$ cat src/core/stach_consts.svh
// Offsets, command codes, field values and timing counts of the handler
`ifndef STACH_CONSTS_SVH
`define STACH_CONSTS_SVH

// APB register byte offsets
`define STACH_OFS_CMD      12'h000
`define STACH_OFS_DATA     12'h004
`define STACH_OFS_RESP     12'h008
`define STACH_OFS_STAT     12'h00C
`define STACH_OFS_FORCED   12'h010

// Positioning test step control
`define STACH_CMD_STEP     8'hA0
`define STACH_DNO_STEP     8'h41
`define STACH_CODE_STOP    32'h5354_4F50
`define STACH_CODE_RESTART 32'h0047_3020
`define STACH_CODE_RDCLR   32'h434C_5220

// Test operation mode select
`define STACH_CMD_TMODE    8'h8B
`define STACH_DNO_TMODE    8'h00
`define STACH_TSEL_OFF     16'h0000
`define STACH_TSEL_JOG     16'h0001
`define STACH_TSEL_POS     16'h0002
`define STACH_TSEL_FORCE   16'h0004
`define STACH_TM_OFF       3'h0
`define STACH_TM_JOG       3'h1
`define STACH_TM_POS       3'h2
`define STACH_TM_FORCE     3'h4

// Forced output word
`define STACH_CMD_OUTSET   8'h92
`define STACH_DNO_OUTSET   8'hA0
`define STACH_OUT_BITS     9

// Alarm history and clears
`define STACH_CMD_HIST     8'h33
`define STACH_HIST_CODE    4'h1
`define STACH_HIST_HOURS   4'h2
`define STACH_HIST_DETAIL  4'h4
`define STACH_HIST_N       16
`define STACH_CMD_CLR      8'h82
`define STACH_DNO_HCLR     8'h20
`define STACH_DNO_ARST     8'h00
`define STACH_KEY          16'h1EA5
`define STACH_NO_ALARM     16'h00FF

// Monitor reads
`define STACH_CMD_MON      8'h02
`define STACH_DNO_CUR      8'h00
`define STACH_DNO_CURDET   8'h03
`define STACH_DNO_VER      8'h70
`define STACH_DNO_ABSPUL   8'h90
`define STACH_DNO_ABSCMD   8'h91

// Status snapshot at alarm
`define STACH_CMD_SNAP     8'h35
`define STACH_SNAP_A_HI    4'h8
`define STACH_SNAP_A_MAX   4'hE
`define STACH_SNAP_B_HI    4'hA
`define STACH_SNAP_B_MAX   4'h9
`define STACH_SNAP_N       25
`define STACH_SNAP_B_BASE  5'd15
`define STACH_PROC_INFO    8'h00

// Timing
`define STACH_CLK_HZ       100000000
`define STACH_TIMEOUT_MS   500
`define STACH_HOUR_S       3600

`endif

$ cat src/core/stach_pkg.sv
// Types shared by the servo test and alarm command handler
package stach_pkg;

  typedef struct packed {
    logic [15:0] code;
    logic [15:0] detail;
    logic [15:0] hours;
  } stach_alm_entry_t;

  typedef struct packed {
    logic        active;
    logic [15:0] code;
    logic [15:0] detail;
  } stach_alarm_t;

  typedef struct packed {
    logic [31:0] pulse;
    logic [31:0] cmd;
  } stach_abs_pos_t;

  typedef enum logic [2:0] {
    STACH_IDLE = 3'b001,
    STACH_RUN  = 3'b010,
    STACH_HALT = 3'b100
  } stach_motion_t;

  typedef struct packed {
    stach_alm_entry_t [15:0] ent;
  } stach_hist_state_t;

  typedef struct packed {
    logic [2:0]        test_mode;
    stach_motion_t     motion;
    logic [8:0]        forced;
    logic [31:0]       data;
    logic [31:0]       resp;
    logic [7:0]        aux;
    logic              cmd_err;
    logic              resume;
    logic              rdclr;
    logic              arst;
    logic              servo_lock;
    logic [39:0]       hour_cnt;
    logic [15:0]       hours;
    logic [31:0]       to_cnt;
    logic [24:0][31:0] snap;
  } stach_state_t;

endpackage : stach_pkg

$ cat src/core/stach_alm_hist.sv
// Sixteen-entry alarm history, newest at entry zero
`timescale 1ns/1ps
`include "stach_consts.svh"
module stach_alm_hist (
  input  wire logic                      pclk,
  input  wire logic                      presetn,
  input  wire logic                      push,
  input  wire logic                      clear,
  input  wire stach_pkg::stach_alm_entry_t entry_in,
  input  wire logic [3:0]                idx,
  output stach_pkg::stach_alm_entry_t    rd,
  output logic [15:0]                    newest_code
);

  localparam stach_pkg::stach_alm_entry_t EMPTY =
    '{code: `STACH_NO_ALARM, detail: 16'h0000, hours: 16'h0000};

  stach_pkg::stach_hist_state_t s;
  stach_pkg::stach_hist_state_t next_s;

  // Clear first, then push, so an alarm in the clear cycle survives
  always_comb begin
    next_s = s;
    if (clear) begin
      for (int i = 0; i < `STACH_HIST_N; i++) begin
        next_s.ent[i] = EMPTY;
      end
    end
    if (push) begin
      for (int i = `STACH_HIST_N - 1; i > 0; i--) begin
        next_s.ent[i] = clear ? EMPTY : s.ent[i-1];
      end
      next_s.ent[0] = entry_in;
    end
  end

  // Reset shows an empty history
  always_ff @(posedge pclk or negedge presetn) begin
    if (!presetn) begin
      for (int i = 0; i < `STACH_HIST_N; i++) begin
        s.ent[i] <= '{code: `STACH_NO_ALARM, detail: 16'h0000,
                      hours: 16'h0000};
      end
    end else begin
      s <= next_s;
    end
  end

  // Read port indexed by the low digit of the data number
  assign rd          = s.ent[idx];
  assign newest_code = s.ent[0].code;

endmodule : stach_alm_hist

$ cat src/core/stach_top.sv
// Servo test operation and alarm command handler with APB registers
// Overview of operation
// - STOP on step control during positioning run decelerates and holds.
// - Restart code during temporary stop resumes interrupted positioning.
// - Clear code during temporary stop ends positioning, drops remainder.
// - Mode select 0004 enters forced output; pins follow commands only.
// - Output word bits 0 to 8 drive pins; higher bits unused.
// - Mode select 0000 ends forced output and cancels test mode.
// - Sixteen-entry history, newest zero; data numbers 10-1F read codes.
// - Alarm numbers are four hex digits; 00FF means no alarm.
// - Data numbers 40-4F return the alarm detail number per entry.
// - Data numbers 20-2F return occurrence hours since start.
// - Command 82 number 20 with key 1EA5 erases the history.
// - Command 02 number 00 returns the active alarm number.
// - Number 03 returns alarm and detail; 00FF0000 means none.
// - Command 35 returns snapshot captured at alarm, with processing info.
// - Command 82 number 00 with key resets alarm like reset input.
// - Command 02 number 70 returns the firmware version string.
// - Number 90 returns absolute position in motor pulses, 32 bits.
// - Number 91 returns absolute position in command units.
// - Silence of 0.5 s in test mode stops motor and servo-locks.
//
// Chosen here: the register offsets and the APB interface to the registers.
`timescale 1ns/1ps
`include "stach_consts.svh"
module stach_top #(
  parameter logic [31:0] TIMEOUT_CYCLES =
    32'(`STACH_TIMEOUT_MS * (`STACH_CLK_HZ / 1000)),
  parameter logic [39:0] HOUR_CYCLES =
    40'(64'(`STACH_HOUR_S) * 64'(`STACH_CLK_HZ)),
  // Arbitrary neutral version characters
  parameter logic [31:0] FW_VERSION = 32'h5630_3031
) (
  input  wire logic                    pclk,
  input  wire logic                    presetn,
  input  wire logic                    psel,
  input  wire logic                    penable,
  input  wire logic                    pwrite,
  input  wire logic [11:0]             paddr,
  input  wire logic [31:0]             pwdata,
  output logic [31:0]                  prdata,
  output logic                         pready,
  output logic                         pslverr,
  input  wire logic                    pos_running,
  input  wire logic                    alarm_event,
  input  wire stach_pkg::stach_alarm_t alarm_cur,
  input  wire stach_pkg::stach_abs_pos_t abs_pos,
  input  wire logic [24:0][31:0]       status_live,
  output logic                         motion_halt,
  output logic                         motion_resume,
  output logic                         remaining_clear,
  output logic                         servo_lock,
  output logic [2:0]                   test_mode,
  output logic                         forced_out_en,
  output logic [8:0]                   forced_out,
  output logic                         alarm_reset_input
);

  stach_pkg::stach_state_t     s;
  stach_pkg::stach_state_t     next_s;
  stach_pkg::stach_alm_entry_t hist_rd;
  logic [15:0]                 hist_newest;
  logic                        acc;
  logic                        exec;
  logic                        mapped;
  logic [7:0]                  cmd;
  logic [7:0]                  dno;
  logic                        is_step;
  logic                        is_stop;
  logic                        is_restart;
  logic                        is_rdclr;
  logic                        is_tmode;
  logic                        hist_clear;
  logic                        to_fire;
  logic [4:0]                  snap_idx;
  logic                        snap_ok;

  // Command issue is a completed write of the command word
  assign acc  = psel && penable;
  assign exec = acc && pwrite && (paddr == `STACH_OFS_CMD);
  assign cmd  = pwdata[15:8];
  assign dno  = pwdata[7:0];

  // Step-control decode of the buffered data word
  assign is_step    = exec && cmd == `STACH_CMD_STEP &&
                      dno == `STACH_DNO_STEP;
  assign is_stop    = is_step && s.data == `STACH_CODE_STOP;
  assign is_restart = is_step && s.data == `STACH_CODE_RESTART;
  assign is_rdclr   = is_step && s.data == `STACH_CODE_RDCLR;
  assign is_tmode   = exec && cmd == `STACH_CMD_TMODE &&
                      dno == `STACH_DNO_TMODE;
  assign hist_clear = exec && cmd == `STACH_CMD_CLR &&
                      dno == `STACH_DNO_HCLR && s.data[15:0] == `STACH_KEY;

  // Silence watchdog fires only in test mode and never on an issue cycle
  assign to_fire = (s.test_mode != `STACH_TM_OFF) && !exec &&
                   (s.to_cnt == TIMEOUT_CYCLES - 32'd1);

  // Snapshot item index: 80-8E map to 0-14, A0-A9 to 15-24
  always_comb begin
    snap_idx = 5'd0;
    snap_ok  = 1'b0;
    if (dno[7:4] == `STACH_SNAP_A_HI && dno[3:0] <= `STACH_SNAP_A_MAX) begin
      snap_idx = {1'b0, dno[3:0]};
      snap_ok  = 1'b1;
    end else if (dno[7:4] == `STACH_SNAP_B_HI &&
                 dno[3:0] <= `STACH_SNAP_B_MAX) begin
      snap_idx = `STACH_SNAP_B_BASE + {1'b0, dno[3:0]};
      snap_ok  = 1'b1;
    end
  end

  stach_alm_hist u_hist (
    .pclk        (pclk),
    .presetn     (presetn),
    .push        (alarm_event),
    .clear       (hist_clear),
    .entry_in    ('{code: alarm_cur.code, detail: alarm_cur.detail,
                    hours: s.hours}),
    .idx         (dno[3:0]),
    .rd          (hist_rd),
    .newest_code (hist_newest)
  );

  // Whole next state; one issue per write, answers land in the response
  always_comb begin
    next_s         = s;
    next_s.resume  = 1'b0;
    next_s.rdclr   = 1'b0;
    next_s.arst    = 1'b0;
    // Hour counter gives occurrence time with minutes dropped
    if (s.hour_cnt == HOUR_CYCLES - 40'd1) begin
      next_s.hour_cnt = 40'd0;
      next_s.hours    = s.hours + 16'd1;
    end else begin
      next_s.hour_cnt = s.hour_cnt + 40'd1;
    end
    // Any issued command counts as live communication
    if (exec || s.test_mode == `STACH_TM_OFF) begin
      next_s.to_cnt = 32'd0;
    end else if (!to_fire) begin
      next_s.to_cnt = s.to_cnt + 32'd1;
    end
    if (to_fire) begin
      next_s.servo_lock = 1'b1;
      next_s.motion     = stach_pkg::STACH_IDLE;
    end
    // Positioning begins outside this block; track it only when idle
    // A watchdog trip outranks a starting run, so the lock holds still
    if (!exec && !s.servo_lock && s.motion == stach_pkg::STACH_IDLE &&
        s.test_mode == `STACH_TM_POS && pos_running && !to_fire) begin
      next_s.motion = stach_pkg::STACH_RUN;
    end else if (!exec && s.motion == stach_pkg::STACH_RUN && !pos_running)
    begin
      next_s.motion = stach_pkg::STACH_IDLE;
    end
    // Capture live status at the alarm edge
    if (alarm_event) begin
      next_s.snap = status_live;
    end
    if (acc && pwrite && paddr == `STACH_OFS_DATA) begin
      next_s.data = pwdata;
    end
    if (exec) begin
      next_s.cmd_err = 1'b0;
      next_s.resp    = 32'h0000_0000;
      next_s.aux     = 8'h00;
      case (cmd)
        `STACH_CMD_STEP: begin
          // Unknown codes and codes in the wrong state leave motion as is
          if (dno != `STACH_DNO_STEP) begin
            next_s.cmd_err = 1'b1;
          end else if (is_stop && s.motion == stach_pkg::STACH_RUN) begin
            next_s.motion = stach_pkg::STACH_HALT;
          end else if (is_restart && s.motion == stach_pkg::STACH_HALT) begin
            next_s.motion = stach_pkg::STACH_RUN;
            next_s.resume = 1'b1;
          end else if (is_rdclr && s.motion == stach_pkg::STACH_HALT) begin
            next_s.motion = stach_pkg::STACH_IDLE;
            next_s.rdclr  = 1'b1;
          end else begin
            next_s.cmd_err = 1'b1;
          end
        end
        `STACH_CMD_TMODE: begin
          next_s.servo_lock = 1'b0;
          next_s.motion     = stach_pkg::STACH_IDLE;
          next_s.forced     = 9'h000;
          if (!is_tmode) begin
            next_s.cmd_err    = 1'b1;
            next_s.servo_lock = s.servo_lock;
            next_s.motion     = s.motion;
            next_s.forced     = s.forced;
          end else if (s.data[15:0] == `STACH_TSEL_OFF) begin
            next_s.test_mode = `STACH_TM_OFF;
          end else if (s.data[15:0] == `STACH_TSEL_JOG) begin
            next_s.test_mode = `STACH_TM_JOG;
          end else if (s.data[15:0] == `STACH_TSEL_POS) begin
            next_s.test_mode = `STACH_TM_POS;
          end else if (s.data[15:0] == `STACH_TSEL_FORCE) begin
            next_s.test_mode = `STACH_TM_FORCE;
          end else begin
            next_s.cmd_err    = 1'b1;
            next_s.servo_lock = s.servo_lock;
            next_s.motion     = s.motion;
            next_s.forced     = s.forced;
          end
        end
        `STACH_CMD_OUTSET: begin
          // Bits above 8 have no pin and are dropped
          if (dno == `STACH_DNO_OUTSET && s.test_mode == `STACH_TM_FORCE)
          begin
            next_s.forced = s.data[`STACH_OUT_BITS-1:0];
          end else begin
            next_s.cmd_err = 1'b1;
          end
        end
        `STACH_CMD_HIST: begin
          if (dno[7:4] == `STACH_HIST_CODE) begin
            next_s.resp = {16'h0000, hist_rd.code};
          end else if (dno[7:4] == `STACH_HIST_DETAIL) begin
            next_s.resp = {16'h0000, hist_rd.detail};
          end else if (dno[7:4] == `STACH_HIST_HOURS) begin
            next_s.resp = {16'h0000, hist_rd.hours};
          end else begin
            next_s.cmd_err = 1'b1;
          end
        end
        `STACH_CMD_CLR: begin
          if (s.data[15:0] != `STACH_KEY) begin
            next_s.cmd_err = 1'b1;
          end else if (dno == `STACH_DNO_ARST) begin
            next_s.arst = 1'b1;
          end else if (dno != `STACH_DNO_HCLR) begin
            next_s.cmd_err = 1'b1;
          end
        end
        `STACH_CMD_MON: begin
          case (dno)
            `STACH_DNO_CUR: begin
              next_s.resp = {16'h0000, alarm_cur.active ?
                             alarm_cur.code : `STACH_NO_ALARM};
            end
            `STACH_DNO_CURDET: begin
              next_s.resp = alarm_cur.active ?
                {alarm_cur.code, alarm_cur.detail} :
                {`STACH_NO_ALARM, 16'h0000};
            end
            `STACH_DNO_VER:    next_s.resp = FW_VERSION;
            `STACH_DNO_ABSPUL: next_s.resp = abs_pos.pulse;
            `STACH_DNO_ABSCMD: next_s.resp = abs_pos.cmd;
            default:           next_s.cmd_err = 1'b1;
          endcase
        end
        `STACH_CMD_SNAP: begin
          if (snap_ok) begin
            next_s.resp = s.snap[snap_idx];
            next_s.aux  = `STACH_PROC_INFO;
          end else begin
            next_s.cmd_err = 1'b1;
          end
        end
        default: next_s.cmd_err = 1'b1;
      endcase
    end
  end

  // Single state register
  always_ff @(posedge pclk or negedge presetn) begin
    if (!presetn) begin
      s <= '{test_mode: `STACH_TM_OFF, motion: stach_pkg::STACH_IDLE,
             default: '0};
    end else begin
      s <= next_s;
    end
  end

  // Zero-wait slave; unmapped offsets answer with an error
  always_comb begin
    mapped = 1'b1;
    prdata = 32'h0000_0000;
    case (paddr)
      `STACH_OFS_CMD:    prdata = 32'h0000_0000;
      `STACH_OFS_DATA:   prdata = s.data;
      `STACH_OFS_RESP:   prdata = s.resp;
      `STACH_OFS_STAT:   prdata = {8'h00, s.aux, 7'h00, s.cmd_err,
                                   s.servo_lock, s.motion, 1'b0,
                                   s.test_mode};
      `STACH_OFS_FORCED: prdata = {23'h00_0000, s.forced};
      default:           mapped = 1'b0;
    endcase
  end

  assign pready  = 1'b1;
  assign pslverr = acc && !mapped;

  // Forced pins act only in forced output mode, regardless of servo state
  assign forced_out_en     = (s.test_mode == `STACH_TM_FORCE);
  assign forced_out        = s.forced;
  assign motion_halt       = (s.motion == stach_pkg::STACH_HALT) ||
                             s.servo_lock;
  assign motion_resume     = s.resume;
  assign remaining_clear   = s.rdclr;
  assign servo_lock        = s.servo_lock;
  assign test_mode         = s.test_mode;
  assign alarm_reset_input = s.arst;
endmodule : stach_top

$ cat config.mk
export PLATFORM = sky130hd
export DESIGN_NAME = stach_top
export DESIGN_NICKNAME = d
export VERILOG_FILES = /design/src/core/stach_pkg.sv /design/src/core/stach_alm_hist.sv /design/src/core/stach_top.sv
export VERILOG_INCLUDE_DIRS = /design/src /design/src/core
export SDC_FILE = /design/constraint.sdc
export NUM_CORES = 2
export LEC_CHECK = 0
export BUFFER_PORTS_ARGS = -buffer_cell sky130_fd_sc_hd__buf_2
export CORE_ASPECT_RATIO = 0.5
export CORE_MARGIN = 3
export CORE_UTILIZATION = 40
export CTS_BUF_LIST = sky130_fd_sc_hd__clkbuf_4
export DETAILED_ROUTE_END_ITERATION = 12
export GPL_TIMING_DRIVEN = 0
export MAX_ROUTING_LAYER = met4
export PLACE_DENSITY = 0.62
export SYNTH_ARGS = -nofsm -noshare
export SYNTH_HDL_FRONTEND = slang
export SYNTH_SLANG_ARGS = --single-unit
$ cat constraint.sdc
create_clock -name pclk -period 11.7 [get_ports pclk]
set_input_delay 3.51 -clock pclk [delete_from_list [all_inputs] [get_ports pclk]]
set_output_delay 3.51 -clock pclk [all_outputs]
set_load 0.02 [all_outputs]
## Word-level counts from Yosys, hierarchy flattened

Index checks and enable logic that the tools add are counted.

- Add/subtract/negate cells: 4
- $lt $le $gt $ge: 4
- Equal/unequal tests: 46
- Muxes and demuxes: 94
- Reductions and logical operators: 50

Operator list:

| operator | count |
|---|---|
| 2-to-1 mux 768 bit | 2 |
| 2-to-1 mux 48 bit | 16 |
| binary-select mux 48 bit (select 4 bit) | 1 |
| 2-to-1 mux 32 bit | 6 |
| binary-select mux 32 bit (select 5 bit) | 1 |
| one-hot mux 32 bit (5 select lines) | 1 |
| one-hot mux 32 bit (4 select lines) | 1 |
| one-hot mux 32 bit (3 select lines) | 1 |
| 2-to-1 mux 40 bit | 2 |
| 2-to-1 mux 12 bit | 6 |
| == test 32 x 31 -> 1 bit, second input constant | 2 |
| == test 8 bit, second input constant | 7 |
| adder 40 x 1 -> 40 bit, second input constant | 1 |
| == test 40 x 39 -> 1 bit, second input constant | 1 |
| 2-to-1 mux 3 bit | 12 |
| 2-to-1 mux 1 bit | 33 |
| adder 32 x 1 -> 32 bit, second input constant | 1 |
| == test 32 x 23 -> 1 bit, second input constant | 1 |
| == test 32 x 26 -> 1 bit, second input constant | 1 |
| 2-to-1 mux 16 bit | 2 |
| logical AND 1 bit | 30 |
| == test 12 x 4 -> 1 bit, second input constant | 2 |
| == test 8 x 6 -> 1 bit, second input constant | 3 |
| one-hot mux 9 bit (2 select lines) | 1 |
| other kinds (48) | 64 |

- Flip-flop bits (word level): 1748
- Input bits: 948
- Output and inout port bits: 52
- Logic and storage cells: 285

## Depth between registers and ports, before layout

- Depth in word-level cells: 16
- Mapped depth: 15

## Cells and area by module

Synthesis repeated with hierarchy kept, for this count alone.

- Cells, all modules: 6981
- Area total of the unflattened synthesis: 82879.5 um2

By module, submodules not included:

| module | times used | cells an instance | area each (um2) | sequential area each (um2) |
|---|---|---|---|---|
| stach_top | 1 | 4104 | 46470.8 | 24324.6 |
| stach_alm_hist | 1 | 2877 | 36408.7 | 19378.6 |

## Least setup slack after synthesis

Ideal clock, no wire load.

- Path kind: input to output
- Start: input port paddr[7]
- End: output port prdata[0]
- Arrival time: 5263 ps
- Data required time: 8190 ps
- Path slack: 2927 ps
- Cell stages on the path: 5
- Path buffers: 0
- Path through: nor4_1 -> nand3_1 -> nor4b_1 -> a222oi_1 -> nand2_1

- Longest elaborated chain between the ends: 2

RTL lines:

| item | line | source |
|---|---|---|
| from (decl) | stach_top.sv:39 | `input wire logic [11:0] paddr,` |
| == test 12 x 5 -> 1 bit, or another cell as far along | stach_top.sv:282 | `case (paddr)` |
| one-hot mux 32 bit (4 select lines) * | stach_top.sv:282 |  |
| to (decl) | stach_top.sv:41 | `output logic [31:0] prdata,` |

Mark *: on every way between the ends. The rest lies on a longest branch, timed or not.

## Worst setup path after layout

- Start: input port paddr[7]
- End: output port prdata[15]

Same word-level chain as after synthesis.

==> flow_metrics.env <==
export IMPL_cp_max_fo=10
export IMPL_synth_async_reset_ratio_pct=100
export IMPL_fin_util_pct=47.4
export IMPL_worst_setup_path_start_kind="input pin"
export IMPL_globalplace_congestion=1.05
export IMPL_synth_seq_cells=1740
export IMPL_arrival_ns=6.72
export IMPL_crit_slowest_cell="nor2_1"
export IMPL_dr_pass1_iters=7
export IMPL_worstReg2RegStart="s[933]"
export IMPL_ant_nets=0
export IMPL_cts_sinks=1740
export IMPL_swShare_pct=30.9
export IMPL_status="finished with violations"
export IMPL_holdWs_ns=0.467
export IMPL_synth_area_sq_um=82800
export IMPL_crit_type="input pin to output pin"
export IMPL_maxSlewViolCount=82
export IMPL_overflow=0
export IMPL_grt_max_degree=158
export IMPL_grt_pass1_wl_microns=545000
export IMPL_dieWidth_microns=649
export IMPL_maxSlewHeadroom_pct=-13.0
export IMPL_tns_ns=0
export IMPL_clockRootBuffer="clkbuf_4"
export IMPL_hold_end="s[848]"
export IMPL_yosys_warnings=0
export IMPL_place_area_sq_um=91600
export IMPL_reg2regPathDepth=8
export IMPL_die_area_sq_um=213000
export IMPL_clk_pin_slew_worst_paths_ns=0.07
export IMPL_hold_depth=1
export IMPL_violations="max-capacitance violations, max-slew violations"
export IMPL_drt_vias_per_instance=6.05
export IMPL_finalSetupViolations=0
export IMPL_ir_drop_uv=93.1
export IMPL_port_buffers=997
export IMPL_num_rows=117
export IMPL_worst_ep_required_time_ns=8.19
export IMPL_hold_viol=0
export IMPL_crit_chain="buf_2 > nor4_1 > nand3_1 > nor2_1 > nand2_1 > nor2_1 > clkbuf_1 > a22o_1 > buf_2"
export IMPL_dp_hpwl_microns=307000
export IMPL_r2r_slack_ns=7.59
export IMPL_p_leak_nw=45.8
export IMPL_wirelength_microns=403000
export IMPL_drt_iter0_drc=9236
export IMPL_slowest_delay_ns=0.78
export IMPL_syn_nets=7919
export IMPL_final_nets=9356
export IMPL_worstReg2RegEnd="u_hist.s[153]"
export IMPL_drc_errors=0
export IMPL_clock_latency_ns=1.30
export IMPL_pwr_share_clk_pct=32.9
export IMPL_cts_buffer_depth=4
export IMPL_track_usage_pct=38.0
export IMPL_grt_pass1_vias=66903
export IMPL_initial_utilization_pct=40.4
export IMPL_drive_gt1_share_pct=34.8
export IMPL_area_growth_pct=17.1
export IMPL_synthCells=6964
export IMPL_worst_pin_slew_ns=1.70
export IMPL_internal_power_mw=10.7
export IMPL_period_share_pct=87.4
export IMPL_vias=69687
export IMPL_synthDistinctLibCells=83
export IMPL_synthFlopType="dfrtp_1"
export IMPL_cts_tree="built"
export IMPL_synth_edf_count=0
export IMPL_die_height_microns=328
export IMPL_synth_seq_area_share_pct=52.8
export IMPL_ctsResizeCount=0
export IMPL_max_freq_mhz=97.7
export IMPL_hp_start="s[848]"
export IMPL_numCtsBuffers=421
export IMPL_boundaryPins=1000
export IMPL_nFillCells=19266
export IMPL_power_frac_comb_pct=17.1
export IMPL_antenna_found_initial=154
export IMPL_multiInputGateArea_sq_um=36700
export IMPL_register_area_sq_um=43700
export IMPL_rsz0062_at_grt="no"
export IMPL_final_area_sq_um=96900
export IMPL_wl_per_cell_microns=35.0
export IMPL_power_density_nw_per_um2=160
export IMPL_p_switching_mw=4.79
export IMPL_seqPwrFrac_pct=50.0
export IMPL_cts_hold_buf=0
export IMPL_setup_worst_path_end_class="output pin"
export IMPL_maxCapViolCount=8
export IMPL_core_area_sq_um=205000
export IMPL_syn_area_per_cell_sq_um=11.9
export IMPL_cts_setup_buffers=0
export IMPL_cts_htree_levels=5
export IMPL_skew_ns=0.108
export IMPL_hold_class="flip-flop to flip-flop"
export IMPL_finalCriticalPeriod_ns=10.23
==> synth_stat cells (all sizes together), types with 39 or more instances <==
cell type	number	share of area, %
mux2	833	11
buf	177	1.2
a211oi	40	0.36
dfrtp	1611	49
xor2	49	0.52
o21ai	91	0.56
a31oi	80	0.60
mux4	236	6.4
nand3	140	0.85
nor2	752	3.4
a22o	39	0.41
nand2	841	3.8
a22oi	43	0.39
and3	95	0.72
clkbuf	353	1.6
dfstp	129	4.1
mux2i	797	9.6
a21oi	201	1.2
==> per-stage QoR <==
step           cells  setup slack, ns  total power [mW]
6_report       11524             1.47              15.5
5_1_grt        11489             1.43              16.1
4_1_cts        11401             1.52              15.4
3_5_place_dp   10714             1.53              10.4
3_3_place_gp   10698           -33.68              10.3
2_1_floorplan   6964             2.93              9.19
==> power groups by stage <==
stage	Combinational [mW]	Clock, mW	Sequential, mW
2_1_floorplan	1.63	0	7.56
3_3_place_gp	2.53	0	7.82
3_5_place_dp	2.60	0	7.81
4_1_cts	2.60	5.13	7.72
5_1_grt	2.83	5.45	7.85
6_report	2.64	5.11	7.75
==> cells by family after synthesis <==
group | after synthesis | synth area share [%]
adders and majority gates | 8 | 0.118
xor gates and xnor gates | 77 | 0.815
buffers and inverters | 547 | 2.84
AOI/OAI and AO/OA | 689 | 5.49
other | 1 | 0.00453
and+or+nand+nor | 2036 | 10.5
muxes | 1866 | 27.4
DFF | 1740 | 52.8
==> metal layers <==
layer  global-route usage [%]  up-vias  wire (microns)
li1                         -    28102               -
met1                     46.7    36209          155000
met2                     55.9     4254          179000
met3                     11.3     1122           42300
met4                     22.0        0           27700
met5                        -        -               0
==> critical path: cells and delay by family <==
family | cells | cell delay, ns
buffers and inverters | 3 | 1.06
and+or+nand+nor | 5 | 1.64
AOI/OAI and AO/OA | 1 | 0.48
==> cell usage in the layout (no fill, tap or decap), types with 201 or more instances in the layout <==
cell type	n
dfrtp_1	1611
buf_2	1115
nand2_1	841
mux2_2	833
mux2i_1	797
nor2_1	752
clkbuf_4	601
clkbuf_1	349
mux4_2	236
a21oi_1	201
==> worst max path at each step <==
stage	start	end	slack, ns
2_1_floorplan	paddr[7]	prdata[0]	2.93
3_5_place_dp	paddr[7]	prdata[13]	1.53
3_3_place_gp	presetn	s[828]	-33.68
4_1_cts	paddr[7]	prdata[13]	1.52
6_report	paddr[7]	prdata[15]	1.47
5_1_grt	paddr[7]	prdata[15]	1.43
==> sequential cells by signal (all words and copies together) (netlist names) <==
| register | cells |
|---|---|
| alarm_reset_input | 1 |
| forced_out | 9 |
| motion_resume | 1 |
| remaining_clear | 1 |
| s | 956 |
| servo_lock | 1 |
| test_mode | 3 |
| u_hist.newest_code | 16 |
| u_hist.s | 752 |
==> area by class of cell <==
cell class / instances / area share, %
timing repair buffer: 1014 / 5.55
inverter: 17 / 0.0658
buffer: 530 / 2.37
multi-input combinational: 4677 / 37.9
clock inverter: 87 / 0.511
clock buffer: 600 / 4.65
antenna: 122 / 0.315
sequential: 1740 / 45.1
tap: 2737 / 3.53
No activity file was read; power rests on OpenSTA's default activity.
